## src/design/cbtc_pkg.sv

```systemverilog
// Constants, register map and state encodings of the CAN bit timing and control block
package cbtc_pkg;
    // Register indices; byte address is four times the index
    localparam logic [15:0] CBTC_IDX_CTRL = 16'h1e00;
    localparam logic [15:0] CBTC_IDX_STAT = 16'h1e02;
    localparam logic [15:0] CBTC_IDX_BT0 = 16'h1e3f;
    localparam logic [15:0] CBTC_IDX_BT1 = 16'h1e3e;
    localparam logic [15:0] CBTC_ADDR_CTRL = {CBTC_IDX_CTRL[13:0], 2'b00};
    localparam logic [15:0] CBTC_ADDR_STAT = {CBTC_IDX_STAT[13:0], 2'b00};
    localparam logic [15:0] CBTC_ADDR_BT0 = {CBTC_IDX_BT0[13:0], 2'b00};
    localparam logic [15:0] CBTC_ADDR_BT1 = {CBTC_IDX_BT1[13:0], 2'b00};
    // Control register fields and reset value
    localparam int CBTC_CTRL_INIT = 0;
    localparam int CBTC_CTRL_IE = 1;
    localparam int CBTC_CTRL_SIE = 2;
    localparam int CBTC_CTRL_EIE = 3;
    localparam int CBTC_CTRL_CCE = 6;
    localparam logic [7:0] CBTC_CTRL_RST = 8'h01;
    localparam logic [7:0] CBTC_CTRL_MASK = 8'h4f;
    // Status register fields
    localparam int CBTC_ST_BUSOFF = 0;
    localparam int CBTC_ST_ERRPND = 1;
    localparam int CBTC_ST_STPND = 2;
    localparam int CBTC_ST_ACTIVE = 3;
    localparam int CBTC_ST_RECOV = 4;
    // Timing register fields
    localparam int CBTC_BT0_BRP_LSB = 0;
    localparam int CBTC_BT0_SJW_LSB = 6;
    localparam int CBTC_BT1_PRE_LSB = 0;
    localparam int CBTC_BT1_POST_LSB = 4;
    localparam int CBTC_BT1_SPL = 7;
    // Counts in bits, idle periods and quanta
    localparam int CBTC_IDLE_BITS = 11;
    localparam int CBTC_RECOV_PERIODS = 128;
    localparam logic [4:0] CBTC_TRIPLE_EXTRA = 5'd2;
    // Bit segment and link state encodings
    typedef enum logic [2:0] {
        CBTC_SEG_SYNC = 3'b001,
        CBTC_SEG_PRE = 3'b010,
        CBTC_SEG_POST = 3'b100
    } cbtc_seg_e;
    typedef enum logic [2:0] {
        CBTC_LS_INIT = 3'b001,
        CBTC_LS_WAIT = 3'b010,
        CBTC_LS_ACTIVE = 3'b100
    } cbtc_link_e;
endpackage

```

## src/design/cbtc_tq_prescaler.sv

```systemverilog
// Time quantum prescaler producing one tick per quantum
`timescale 1ns/1ps
module cbtc_tq_prescaler (
    input wire logic core_clk_i,
    input wire logic rst_n_i,
    input wire logic [5:0] prescale_i,
    output logic tick_o
);
    logic [5:0] cnt_ff;

    // Quantum lasts prescale_i plus one clocks
    always_ff @(posedge core_clk_i or negedge rst_n_i) begin
        if (!rst_n_i) begin
            cnt_ff <= 6'h00;
        end else if (cnt_ff >= prescale_i) begin
            cnt_ff <= 6'h00;
        end else begin
            cnt_ff <= cnt_ff + 6'h01;
        end
    end

    assign tick_o = (cnt_ff >= prescale_i);
endmodule

```

## src/design/cbtc_run_counter.sv

```systemverilog
// Saturating-free event counter that pulses when it reaches its limit
`timescale 1ns/1ps
module cbtc_run_counter #(
    parameter int WIDTH = 4,
    parameter int LIMIT = 11
) (
    input wire logic core_clk_i,
    input wire logic rst_n_i,
    input wire logic clr_i,
    input wire logic inc_i,
    output logic hit_o
);
    localparam logic [WIDTH-1:0] LAST = WIDTH'(LIMIT - 1);
    logic [WIDTH-1:0] cnt_ff;

    // Counts events, wraps to zero at the limit; clear wins
    always_ff @(posedge core_clk_i or negedge rst_n_i) begin
        if (!rst_n_i) begin
            cnt_ff <= '0;
        end else if (clr_i || (inc_i && cnt_ff == LAST)) begin
            cnt_ff <= '0;
        end else if (inc_i) begin
            cnt_ff <= cnt_ff + WIDTH'(1);
        end
    end

    assign hit_o = inc_i && !clr_i && (cnt_ff == LAST);
endmodule

```

## src/design/cbtc_top.sv

```systemverilog
// CAN bit timing, sampling, link control and APB register file
//
// The APB register port was decided locally.
`timescale 1ns/1ps
module cbtc_top (
    input wire logic core_clk_i,
    input wire logic arst_n_i,
    input wire logic psel_i,
    input wire logic penable_i,
    input wire logic pwrite_i,
    input wire logic [15:0] paddr_i,
    input wire logic [31:0] pwdata_i,
    output logic [31:0] prdata_o,
    output logic pready_o,
    output logic pslverr_o,
    input wire logic rx_i,
    input wire logic frame_active_i,
    input wire logic err_limit_i,
    input wire logic err_evt_i,
    input wire logic stat_evt_i,
    input wire logic obj_irq_req_i,
    output logic tq_tick_o,
    output logic sample_pt_o,
    output logic rx_bit_o,
    output logic tx_point_o,
    output logic bus_enable_o,
    output logic bus_off_o,
    output logic err_clr_o,
    output logic irq_o
);
    import cbtc_pkg::*;

    logic [1:0] rst_sync_ff;
    logic rst_n;
    logic [7:0] ctrl_ff;
    logic [7:0] bt0_ff;
    logic [7:0] bt1_ff;
    logic err_pend_ff;
    logic stat_pend_ff;
    logic bus_off_ff;
    logic recov_ff;
    logic [31:0] prdata_ff;
    logic wr_en;
    logic rd_setup;
    logic hit_ctrl;
    logic hit_stat;
    logic hit_bt0;
    logic hit_bt1;
    logic [31:0] rd_mux;
    logic tick;
    cbtc_seg_e seg_ff;
    logic [4:0] pos_ff;
    logic [4:0] adj_pre_ff;
    logic [4:0] adj_post_ff;
    logic [4:0] carry_ff;
    logic resynced_ff;
    logic edge_ff;
    logic hard_ff;
    logic rx_q_ff;
    logic [1:0] samp_ff;
    logic fall_edge;
    logic [4:0] base_pre;
    logic [4:0] base_post;
    logic [4:0] pre_len;
    logic [4:0] post_len;
    logic [4:0] sjw1;
    logic [4:0] e_raw;
    logic [4:0] e_lim;
    logic [4:0] e_val;
    logic in_sample;
    logic samp_now;
    logic bit_val;
    logic rec_bit;
    logic idle_period;
    logic recov_done;
    logic wait_clr;
    cbtc_link_e link_ff;
    logic [1:0] sync_in_samp;

    // Reset release through two flops
    always_ff @(posedge core_clk_i or negedge arst_n_i) begin
        if (!arst_n_i) begin
            rst_sync_ff <= 2'b00;
        end else begin
            rst_sync_ff <= {rst_sync_ff[0], 1'b1};
        end
    end
    assign rst_n = rst_sync_ff[1];

    // APB decode; no wait states, unmapped addresses flag an error
    assign hit_ctrl = (paddr_i == CBTC_ADDR_CTRL);
    assign hit_stat = (paddr_i == CBTC_ADDR_STAT);
    assign hit_bt0 = (paddr_i == CBTC_ADDR_BT0);
    assign hit_bt1 = (paddr_i == CBTC_ADDR_BT1);
    assign wr_en = psel_i && penable_i && pwrite_i;
    assign rd_setup = psel_i && !penable_i && !pwrite_i;
    assign pready_o = 1'b1;
    assign pslverr_o = psel_i && penable_i && !(hit_ctrl || hit_stat || hit_bt0 || hit_bt1);

    // Read data multiplexer
    always_comb begin
        rd_mux = 32'h0000_0000;
        if (hit_ctrl) begin
            rd_mux = {24'h00_0000, ctrl_ff};
        end else if (hit_stat) begin
            rd_mux[CBTC_ST_BUSOFF] = bus_off_ff;
            rd_mux[CBTC_ST_ERRPND] = err_pend_ff;
            rd_mux[CBTC_ST_STPND] = stat_pend_ff;
            rd_mux[CBTC_ST_ACTIVE] = (link_ff == CBTC_LS_ACTIVE);
            rd_mux[CBTC_ST_RECOV] = recov_ff;
        end else if (hit_bt0) begin
            rd_mux = {24'h00_0000, bt0_ff};
        end else if (hit_bt1) begin
            rd_mux = {24'h00_0000, bt1_ff};
        end
    end

    // Read data captured in the setup phase, held through the access phase
    always_ff @(posedge core_clk_i or negedge rst_n) begin
        if (!rst_n) begin
            prdata_ff <= 32'h0000_0000;
        end else if (rd_setup) begin
            prdata_ff <= rd_mux;
        end
    end
    assign prdata_o = prdata_ff;

    // Control register; hardware bus-off sets initialization over any clear
    always_ff @(posedge core_clk_i or negedge rst_n) begin
        if (!rst_n) begin
            ctrl_ff <= CBTC_CTRL_RST;
        end else begin
            if (wr_en && hit_ctrl) begin
                ctrl_ff <= pwdata_i[7:0] & CBTC_CTRL_MASK;
            end
            if (err_limit_i) begin
                ctrl_ff[CBTC_CTRL_INIT] <= 1'b1;
            end
        end
    end

    // Timing registers keep their contents through reset, writes gated
    always_ff @(posedge core_clk_i) begin
        if (wr_en && hit_bt0 && ctrl_ff[CBTC_CTRL_CCE]) begin
            bt0_ff <= pwdata_i[7:0];
        end
        if (wr_en && hit_bt1 && ctrl_ff[CBTC_CTRL_CCE]) begin
            bt1_ff <= pwdata_i[7:0];
        end
    end

    // Pending flags: events set them regardless of enables, write one clears
    always_ff @(posedge core_clk_i or negedge rst_n) begin
        if (!rst_n) begin
            err_pend_ff <= 1'b0;
            stat_pend_ff <= 1'b0;
        end else begin
            if (err_evt_i || err_limit_i) begin
                err_pend_ff <= 1'b1;
            end else if (wr_en && hit_stat && pwdata_i[CBTC_ST_ERRPND]) begin
                err_pend_ff <= 1'b0;
            end
            if (stat_evt_i) begin
                stat_pend_ff <= 1'b1;
            end else if (wr_en && hit_stat && pwdata_i[CBTC_ST_STPND]) begin
                stat_pend_ff <= 1'b0;
            end
        end
    end

    // Interrupt request needs global enable; error and status requests also need a source enable, object requests do not
    assign irq_o = ctrl_ff[CBTC_CTRL_IE] && (
        (ctrl_ff[CBTC_CTRL_EIE] && err_pend_ff) ||
        (ctrl_ff[CBTC_CTRL_SIE] && stat_pend_ff) ||
        obj_irq_req_i);

    // Quantum tick source
    cbtc_tq_prescaler u_presc (
        .core_clk_i(core_clk_i),
        .rst_n_i(rst_n),
        .prescale_i(bt0_ff[CBTC_BT0_BRP_LSB +: 6]),
        .tick_o(tick)
    );
    assign tq_tick_o = tick;

    // Effective segment lengths from the programmed fields
    assign base_pre = {1'b0, bt1_ff[CBTC_BT1_PRE_LSB +: 4]} + 5'd1 +
        (bt1_ff[CBTC_BT1_SPL] ? CBTC_TRIPLE_EXTRA : 5'd0);
    assign base_post = {2'b00, bt1_ff[CBTC_BT1_POST_LSB +: 3]} + 5'd1;
    assign pre_len = base_pre + adj_pre_ff;
    assign post_len = base_post - adj_post_ff;
    assign sjw1 = {3'b000, bt0_ff[CBTC_BT0_SJW_LSB +: 2]} + 5'd1;

    // Phase error limited by jump width and by what the post segment can lose
    assign e_raw = (seg_ff == CBTC_SEG_PRE) ? pos_ff : (post_len - pos_ff + 5'd1);
    assign e_lim = (sjw1 < (base_post - 5'd1)) ? sjw1 : (base_post - 5'd1);
    assign e_val = (e_raw < e_lim) ? e_raw : e_lim;

    // Falling edge is recessive to dominant, held until the next quantum
    assign fall_edge = rx_q_ff && !rx_i;
    always_ff @(posedge core_clk_i or negedge rst_n) begin
        if (!rst_n) begin
            rx_q_ff <= 1'b1;
            edge_ff <= 1'b0;
            hard_ff <= 1'b0;
        end else begin
            rx_q_ff <= rx_i;
            if (tick) begin
                edge_ff <= fall_edge && frame_active_i;
                hard_ff <= fall_edge && !frame_active_i;
            end else if (fall_edge) begin
                edge_ff <= frame_active_i;
                hard_ff <= !frame_active_i;
            end
        end
    end

    // Sampling window is the last one or three quanta of the pre segment
    assign sync_in_samp = bt1_ff[CBTC_BT1_SPL] ? 2'd2 : 2'd0;
    assign in_sample = (seg_ff == CBTC_SEG_PRE) && (pos_ff + {3'b000, sync_in_samp} >= pre_len);
    assign samp_now = tick && (seg_ff == CBTC_SEG_PRE) && (pos_ff >= pre_len) && !edge_ff;
    assign bit_val = bt1_ff[CBTC_BT1_SPL] ?
        ((samp_ff[1] & samp_ff[0]) | (samp_ff[1] & rx_i) | (samp_ff[0] & rx_i)) : rx_i;

    // Sample shift register
    always_ff @(posedge core_clk_i or negedge rst_n) begin
        if (!rst_n) begin
            samp_ff <= 2'b11;
        end else if (tick && in_sample) begin
            samp_ff <= {samp_ff[0], rx_i};
        end
    end

    // Bit segment sequencer, advanced once per quantum
    always_ff @(posedge core_clk_i or negedge rst_n) begin
        if (!rst_n) begin
            seg_ff <= CBTC_SEG_SYNC;
            pos_ff <= 5'd1;
            adj_pre_ff <= 5'd0;
            adj_post_ff <= 5'd0;
            carry_ff <= 5'd0;
            resynced_ff <= 1'b0;
        end else if (tick) begin
            if (hard_ff) begin
                seg_ff <= CBTC_SEG_PRE;
                pos_ff <= 5'd1;
                adj_pre_ff <= 5'd0;
                adj_post_ff <= 5'd0;
                carry_ff <= 5'd0;
                resynced_ff <= 1'b0;
            end else begin
                case (seg_ff)
                    CBTC_SEG_SYNC: begin
                        seg_ff <= CBTC_SEG_PRE;
                        pos_ff <= 5'd1;
                        adj_pre_ff <= carry_ff;
                        adj_post_ff <= 5'd0;
                        carry_ff <= 5'd0;
                        resynced_ff <= 1'b0;
                    end
                    CBTC_SEG_PRE: begin
                        if (edge_ff && !resynced_ff) begin
                            adj_pre_ff <= e_val;
                            adj_post_ff <= e_val;
                            resynced_ff <= 1'b1;
                            pos_ff <= pos_ff + 5'd1;
                        end else if (pos_ff >= pre_len) begin
                            seg_ff <= CBTC_SEG_POST;
                            pos_ff <= 5'd1;
                        end else begin
                            pos_ff <= pos_ff + 5'd1;
                        end
                    end
                    CBTC_SEG_POST: begin
                        if (edge_ff && !resynced_ff) begin
                            adj_post_ff <= e_val;
                            carry_ff <= e_val;
                            resynced_ff <= 1'b1;
                            pos_ff <= pos_ff + 5'd1;
                        end else if (pos_ff >= post_len) begin
                            seg_ff <= CBTC_SEG_SYNC;
                            pos_ff <= 5'd1;
                        end else begin
                            pos_ff <= pos_ff + 5'd1;
                        end
                    end
                    default: begin
                        seg_ff <= CBTC_SEG_SYNC;
                        pos_ff <= 5'd1;
                    end
                endcase
            end
        end
    end

    // Sampled bit and bit-edge strobes
    always_ff @(posedge core_clk_i or negedge rst_n) begin
        if (!rst_n) begin
            rx_bit_o <= 1'b1;
            sample_pt_o <= 1'b0;
            tx_point_o <= 1'b0;
        end else begin
            sample_pt_o <= samp_now;
            if (samp_now) begin
                rx_bit_o <= bit_val;
            end
            tx_point_o <= tick && (seg_ff == CBTC_SEG_POST) && (pos_ff >= post_len) &&
                !edge_ff && (link_ff == CBTC_LS_ACTIVE);
        end
    end

    // Runs of eleven recessive bits form one idle period; restarts while isolated
    assign rec_bit = samp_now && bit_val;
    cbtc_run_counter #(
        .WIDTH(4),
        .LIMIT(CBTC_IDLE_BITS)
    ) u_idle_bits (
        .core_clk_i(core_clk_i),
        .rst_n_i(rst_n),
        .clr_i((samp_now && !bit_val) || (link_ff == CBTC_LS_INIT)),
        .inc_i(rec_bit),
        .hit_o(idle_period)
    );

    // Idle periods counted during bus-off recovery
    assign wait_clr = (link_ff != CBTC_LS_WAIT);
    cbtc_run_counter #(
        .WIDTH(8),
        .LIMIT(CBTC_RECOV_PERIODS)
    ) u_recov (
        .core_clk_i(core_clk_i),
        .rst_n_i(rst_n),
        .clr_i(wait_clr),
        .inc_i(idle_period && recov_ff),
        .hit_o(recov_done)
    );

    // Link state: isolated, waiting for idle, taking part in traffic
    always_ff @(posedge core_clk_i or negedge rst_n) begin
        if (!rst_n) begin
            link_ff <= CBTC_LS_INIT;
            bus_off_ff <= 1'b0;
            recov_ff <= 1'b0;
            err_clr_o <= 1'b0;
        end else begin
            err_clr_o <= 1'b0;
            if (err_limit_i) begin
                link_ff <= CBTC_LS_INIT;
                bus_off_ff <= 1'b1;
                recov_ff <= 1'b0;
            end else begin
                case (link_ff)
                    CBTC_LS_INIT: begin
                        if (!ctrl_ff[CBTC_CTRL_INIT]) begin
                            link_ff <= CBTC_LS_WAIT;
                            recov_ff <= bus_off_ff;
                            err_clr_o <= bus_off_ff;
                        end
                    end
                    CBTC_LS_WAIT: begin
                        if (ctrl_ff[CBTC_CTRL_INIT]) begin
                            link_ff <= CBTC_LS_INIT;
                            recov_ff <= 1'b0;
                        end else if (recov_ff ? recov_done : idle_period) begin
                            link_ff <= CBTC_LS_ACTIVE;
                            bus_off_ff <= 1'b0;
                            recov_ff <= 1'b0;
                        end
                    end
                    CBTC_LS_ACTIVE: begin
                        if (ctrl_ff[CBTC_CTRL_INIT] && !frame_active_i) begin
                            link_ff <= CBTC_LS_INIT;
                        end
                    end
                    default: begin
                        link_ff <= CBTC_LS_INIT;
                    end
                endcase
            end
        end
    end

    assign bus_enable_o = (link_ff == CBTC_LS_ACTIVE);
    assign bus_off_o = bus_off_ff;
endmodule

```

## config.mk

```make
export PLATFORM = sky130hd
export DESIGN_NAME = cbtc_top
export DESIGN_NICKNAME = d
export VERILOG_FILES = /design/src/design/cbtc_pkg.sv /design/src/design/cbtc_tq_prescaler.sv /design/src/design/cbtc_run_counter.sv /design/src/design/cbtc_top.sv
export SDC_FILE = /design/constraint.sdc
export NUM_CORES = 1
export LEC_CHECK = 0
export BUFFER_PORTS_ARGS = -buffer_cell sky130_fd_sc_hd__clkbuf_2
export CAP_MARGIN = 20
export CORE_MARGIN = 4
export CORE_UTILIZATION = 35
export CTS_CLUSTER_SIZE = 28
export DETAILED_ROUTE_END_ITERATION = 10
export GPL_ROUTABILITY_DRIVEN = 0
export PLACE_DENSITY = 0.63
export SLEW_MARGIN = 0
export SYNTH_ARGS = -nofsm -noshare
export SYNTH_HDL_FRONTEND = slang
export SYNTH_SLANG_ARGS = --single-unit
```

## constraint.sdc

```tcl
create_clock -name core_clk_i -period 5.7 [get_ports core_clk_i]
set_input_delay 0.285 -clock core_clk_i [delete_from_list [all_inputs] [get_ports core_clk_i]]
set_output_delay 0.285 -clock core_clk_i [all_outputs]
set_load 0.01 [all_outputs]
```

# After elaboration in Yosys (flattened, before gate mapping)
# Index checks and enable logic that the tools add are counted.
[word_totals] reg_bits=113 inputBits=59 out_inout_bits=42
[classes] add_sub_neg=14 n_lt_le_gt_ge=6 n_eq_ne=24 muxes=66 bitwise=5 n_reduce_logical=78
[op_table] cell="two-way mux 5 bit" count=13
[op_table] cell="equality test 16 x 15 -> 1 bit (second input constant)" count=4
[op_table] cell="two-way mux 32 bit" count=2
[op_table] cell="case mux 5 bit (2 select lines)" count=4
[op_table] cell="logical AND 1 bit" count=39
[op_table] cell="two-way mux 3 bit" count=10
[op_table] cell="two-way mux 27 bit" count=1
[op_table] cell="two-way mux 1 bit" count=24
[op_table] cell="two-way mux 8 bit" count=3
[op_table] cell="case mux 3 bit (3 select lines)" count=2
[op_table] cell="AND reduction 3 bit" count=6
[op_table] cell="nonzero test 2 bit" count=8
[op_table] cell=">= comparator 5 bit" count=3
[op_table] cell="inequality test 3 bit (second input constant)" count=5
[op_table] cell="inequality test 3 x 2 -> 1 bit (second input constant)" count=4
[op_table] cell="nonzero test 3 bit" count=4
[op_table] cell="adder 5 x 1 -> 5 bit (second input constant)" count=2
[op_table] cell="adder 5 x 2 -> 5 bit" count=2
[op_table] cell="zero test 1 bit" count=10
[op_table] cell="logical OR 1 bit" count=9
[op_table] cell="adder 8 x 1 -> 8 bit (second input constant)" count=1
[op_table] cell="equality test 8 x 7 -> 1 bit (second input constant)" count=1
[op_table] cell="two-way mux 4 bit" count=2
[op_table] cell="adder 6 x 1 -> 6 bit (second input constant)" count=1
[op_table] cell="other kinds (25)" count=33

# Depth between registers and ports, before layout
[depth] depth_word=19 depth_mapped=18 ltp_nobuf=18

# By module
# A second synthesis with hierarchy kept.
[hier_totals] cells_unflattened=582 hier_area_um2=5726.7
[by_module_without_submodules] module="cbtc_top" instances=1 cells_each=468 area_each_um2=4620.7 seq_area_each_um2=1866.8
[by_module_without_submodules] module="cbtc_run_counter at u_recov" instances=1 cells_each=45 area_each_um2=445.4 seq_area_each_um2=200.2
[by_module_without_submodules] module="cbtc_tq_prescaler" instances=1 cells_each=44 area_each_um2=420.4 seq_area_each_um2=150.1
[by_module_without_submodules] module="cbtc_run_counter at u_idle_bits" instances=1 cells_each=25 area_each_um2=240.2 seq_area_each_um2=100.1

# Least setup slack after synthesis
# No wires, ideal clock.
[synth_timing] kind="register -> register" from="reg bt1_ff[4]" to="reg adj_pre_ff[1]" setup_time_ns=0.126 arrival_time_ns=4.263 required_ns=5.574 slack_ns=1.311 path_stages_with_launch=17 synth_period_minus_slack_ns=4.389 path_cell_list="edfxtp_1 ha_1 inv_1 fa_1 xnor2_1 ha_1 fa_1 nand2_1 a21boi_0 inv_1 ha_1 a21oi_1 o21ai_1 o41ai_4 a31oi_4 nor2b_4 o32a_1"
[synth_between] elab_chain_len=10 elab_cells_between_ends=13 cone_classes="5 x add/sub; 2 x order compare; 6 x mux"
[synth_lines] element="from (decl)" line_no="cbtc_top.sv:37" rtl="logic [7:0] bt1_ff;"
[synth_lines] element="from (signal assigned)" line_no="cbtc_top.sv:148" rtl="bt1_ff <= pwdata_i[7:0];"
[synth_lines] element="adder 3 x 1 -> 4 bit (*)" line_no="cbtc_top.sv:189" rtl="assign base_post = {2'b00, bt1_ff[CBTC_BT1_POST_LSB +: 3]} + 5'd1;"
[synth_lines] element="subtractor 4 x 5 -> 5 bit" line_no="cbtc_top.sv:191" rtl="assign post_len = base_post - adj_post_ff;"
[synth_lines] element="subtractor 5 bit" line_no="cbtc_top.sv:195" rtl="assign e_raw = (seg_ff == CBTC_SEG_PRE) ? pos_ff : (post_len - pos_ff + 5'd1);"
[synth_lines] element="adder 5 x 1 -> 5 bit" line_no="cbtc_top.sv:195"
[synth_lines] element="two-way mux 5 bit" line_no="cbtc_top.sv:195"
[synth_lines] element="less-than comparator 5 bit" line_no="cbtc_top.sv:197" rtl="assign e_val = (e_raw < e_lim) ? e_raw : e_lim;"
[synth_lines] element="two-way mux 5 bit (*)" line_no="cbtc_top.sv:197"
[synth_lines] element="two-way mux 5 bit (*)" line_no="cbtc_top.sv:262" rtl="if (edge_ff && !resynced_ff) begin"
[synth_lines] element="case mux 5 bit (2 select lines) (*)" line_no="cbtc_top.sv:252" rtl="case (seg_ff)"
[synth_lines] element="two-way mux 5 bit (*)" line_no="cbtc_top.sv:244" rtl="if (hard_ff) begin"
[synth_lines] element="to (signal assigned)" line_no="cbtc_top.sv:256" rtl="adj_pre_ff <= carry_ff;"
[synth_lines] element="to (signal assigned)" line_no="cbtc_top.sv:263" rtl="adj_pre_ff <= e_val;"
[synth_lines] element="to (decl)" line_no="cbtc_top.sv:53" rtl="logic [4:0] adj_pre_ff;"
# Every way passes the cells marked *; elsewhere a longest branch is shown, timed or not. The select of a mux whose other input is x is not followed.
# A chain may end at the register's enable or synchronous reset.

# Worst setup path in the final report
[layout_timing] from="reg bt1_ff[4]" to="reg carry_ff[1]"
[layout_between] elab_chain_len=10 elab_cells_between_ends=13 cone_classes="5 x add/sub; 2 x order compare; 6 x mux"
[layout_lines] element="adder 3 x 1 -> 4 bit (*)" line_no="cbtc_top.sv:189"
[layout_lines] element="subtractor 4 x 5 -> 5 bit" line_no="cbtc_top.sv:191"
[layout_lines] element="subtractor 5 bit" line_no="cbtc_top.sv:195"
[layout_lines] element="adder 5 x 1 -> 5 bit" line_no="cbtc_top.sv:195"
[layout_lines] element="two-way mux 5 bit" line_no="cbtc_top.sv:195"
[layout_lines] element="less-than comparator 5 bit" line_no="cbtc_top.sv:197"
[layout_lines] element="two-way mux 5 bit (*)" line_no="cbtc_top.sv:197"
[layout_lines] element="two-way mux 5 bit (*)" line_no="cbtc_top.sv:275" rtl="if (edge_ff && !resynced_ff) begin"
[layout_lines] element="case mux 5 bit (2 select lines) (*)" line_no="cbtc_top.sv:252"
[layout_lines] element="two-way mux 5 bit (*)" line_no="cbtc_top.sv:244"
[layout_lines] element="to (signal assigned)" line_no="cbtc_top.sv:277" rtl="carry_ff <= e_val;"
[layout_lines] element="to (decl)" line_no="cbtc_top.sv:55" rtl="logic [4:0] carry_ff;"
# Marked as above.

==> metrics <==
EDFF count, synth 16; Slew Limit Fails 0; CTS tree built; Slew @ Worst Pin about 940 ps; final worst path period need around 5000 ps; CTS resizes 0; met1 WL between 6 and 7 mm; Area Growth Syn to Fin 11.9%; Final #Nets 760; GRT Util Overall 0.154; DPL Wire Length approximately 11 mm; Max Used Layer met4; TritonCTS sink count just under 90; Hold Crit Class input pin to register; Net Sw Frac 0.390; CP startpoint kind register; H-Tree Level Count 3; # DRC 0; Final Cycle Share 0.872; row cnt 46; arrival time worst endpoint 5250 ps; RSZ-0062 raised after global routing no; Clock Tree Buf Depth 2; status completed; yosys warns 0; Switching Power around 960 µW; power share of the sequential group 0.314; starting density of the core 0.361; GRT overflow 0; max_slew headroom 0.371; Die ar. 18800 µm²; P_leak ~3 nW; post-synthesis cell type count 70; max-cap violations 0; clk slew on worst S/H paths ~70 ps; fmax about 200 MHz; Mapped Avg Cell Area between 9 and 10 µm²; met3 wire len roughly 610 µm; Netlist Area Pre-Place between 5000 and 6000 µm²; Mapped Cells around 590; Core Util, Final 0.405; Clock Skew 11.8 ps; CP Max Fanout 9; share of cells above drive strength 1 0.147; routed wire length roughly 14 mm; ys async rst share 0.820; Die Ht about 140 µm; iteration count of the initial detailed-routing pass 4; Worst Setup End Kind register; Via density 5.25; first-pass GRT wire length approximately 23 mm; PwrDens between 300 and 400 nW/µm²; TritonCTS Buffers 9; Internal Pwr Total 1.51 mW; setup tns final 0 ps; die span in x between 100 and 150 µm; routed wl met2 about 6.7 mm; worst vdd ir around 230 µV; worst skew pair latency around 350 ps; Top Ports slightly above 100; Comb power frac 0.456; vias in the first global route 4692; Iter 0 DRT Violations roughly 240; clock power share 0.230; final setup vio count 0; Fin. Hold Viols 0; CTS root buffer clkbuf_16; sequential cell area fraction in the yosys report 0.398; synthesis-stage register bit count just under 90; routed via count 4552; WL per Instance around 16 µm; largest net degree at the start of global routing 57; ys flop type dfrtp_1; initial antenna violation count 0; Antenna diodes 0; Routed Antenna Nets 0; core area about 16000 µm²; port bufs just over 50; Fill cells ~1.6k; critical path class register to register; WP data required 5980 ps
## critical path: stages (launching register included)
cell and delay (ps):
edfxtp_1 530, ha_1 470, inv_1 100, fa_1 440, xnor2_1 300, ha_1 350, fa_1 520, nand2_1 80
a21boi_0 250, inv_1 80, ha_1 290, a21oi_1 80, o21ai_1 390, nor2_1 190, a31oi_4 350, mux2i_1 310
a22o_1 190
## logic make-up (layout without fill, tap and decap cells)
family                   Yosys count  after routing  synth area share
multiplexers                      23             23            0.0421
buffers and inverters             77            111            0.0659
AO/OA/AOI/OAI                    142            142             0.171
other                              2             28           0.00129
flip-flops                        89             89             0.398
XOR/XNOR                          17             17            0.0256
AND/OR/NAND/NOR                  186            186             0.172
adder cells (fa/ha/maj)           55             55             0.125
## layout make-up
class | instances | area [µm²] | area share
timing repair buffer | 55 | 283 | 0.0434
inverter | 40 | 150 | 0.0230
tap | 216 | 270 | 0.0414
clock inverter | 3 | 16.3 | 0.00249
sequential | 89 | 2320 | 0.356
multi-input combinational | 451 | 3220 | 0.494
clock buffer | 13 | 262 | 0.0401
## placed cells by master (no fill, tap or decap), types with 4 or more instances in the layout
cell type	n
conb_1	28
nor3b_1	5
or4_1	5
clkbuf_2	51
nor3_1	9
a21oi_1	32
o211ai_1	6
nand3b_1	4
a22o_1	14
a31oi_1	4
nand2b_1	17
edfxtp_1	16
o21ai_1	15
mux2_1	4
mux2i_1	14
fa_1	5
a221oi_1	6
nand3_1	19
mux2_2	4
nand4_1	4
a21o_1	12
clkbuf_16	10
o21ai_0	15
inv_1	40
xor2_1	5
a211oi_1	4
nand2_1	40
dfstp_2	8
dfrtp_1	64
o31ai_1	8
xnor2_1	12
nor2b_1	7
ha_1	50
and3_1	8
and2_1	4
nor2_1	41
## power groups by stage
| stage | combinational [mW] | sequential (mW) | clock, mW |
|---|---|---|---|
| floorplan | 0.885 | 0.770 | 0 |
| global placement | 1.08 | 0.785 | 0 |
| detailed placement | 1.12 | 0.789 | 0 |
| finish | 1.13 | 0.777 | 0.569 |
| global route | 1.26 | 0.786 | 0.614 |
| CTS | 1.13 | 0.776 | 0.586 |
## sequential cells by signal (all words and copies together) (netlist names), 3 cells and up
name                cells
u_idle_bits.cnt_ff      4
prdata_o                8
carry_ff                5
seg_ff                  3
ctrl_ff                 5
u_presc.cnt_ff          6
u_recov.cnt_ff          8
bt0_ff                  8
bt1_ff                  8
adj_pre_ff              5
adj_post_ff             5
link_ff                 3
pos_ff                  5
## through the flow
step                      hold slack [ps]  worst slack, ps  area, µm²  std cells  total power [mW]
after global placement               69.8              885       6220        848              1.87
after detailed placement             71.4              731       6230        850              1.91
after global routing                 49.4              309       6520        867              2.66
final                                59.1              727       6520        867              2.48
after floorplan                     -10.6             1310       5920        617              1.66
after CTS                            48.9              703       6520        867              2.49
## path summary, 6_finish.rpt
kind                                     start        endpoint  slack (ps)  depth (start not counted)
worst max-delay path                 bt1_ff[4]     carry_ff[1]         730                         16
worst min-delay path                      rx_i         rx_q_ff          60                          1
min in group asynchronous       rst_sync_ff[1]     prdata_o[0]         170                          0
worst min register to register  rst_sync_ff[1]     prdata_o[0]         170                          0
worst max register to register       bt1_ff[4]     carry_ff[1]         730                         16
max in group asynchronous       rst_sync_ff[1]  adj_post_ff[1]        4450                          1
## Yosys cell counts, types with 12 or more instances
| library cell | instances | share of area |
|---|---|---|
| nor2_1 | 41 | 0.026 |
| ha_1 | 50 | 0.11 |
| o21ai_1 | 15 | 0.013 |
| nand3_1 | 19 | 0.016 |
| a22o_1 | 14 | 0.021 |
| inv_1 | 40 | 0.026 |
| mux2i_1 | 14 | 0.024 |
| buf_4 | 25 | 0.032 |
| nand2b_1 | 17 | 0.018 |
| o21ai_0 | 15 | 0.013 |
| edfxtp_1 | 16 | 0.082 |
| a21oi_1 | 32 | 0.027 |
| nand2_1 | 40 | 0.026 |
| a21o_1 | 12 | 0.015 |
| dfrtp_1 | 65 | 0.28 |
| xnor2_1 | 12 | 0.018 |
## timing repair
action / 4_1_cts / 5_1_grt
setup buffers: 0 / 0
hold buffers: 1 / 0
endpoints found under the hold margin: 2 / 0
## layer usage
layer,track usage,vias to the layer above
li1,-,2196
met5,0,-
met3,0.0287,19
met4,0.0588,0
met2,0.253,125
met1,0.200,2212
Note: power is estimated with default switching activity, not from simulation.
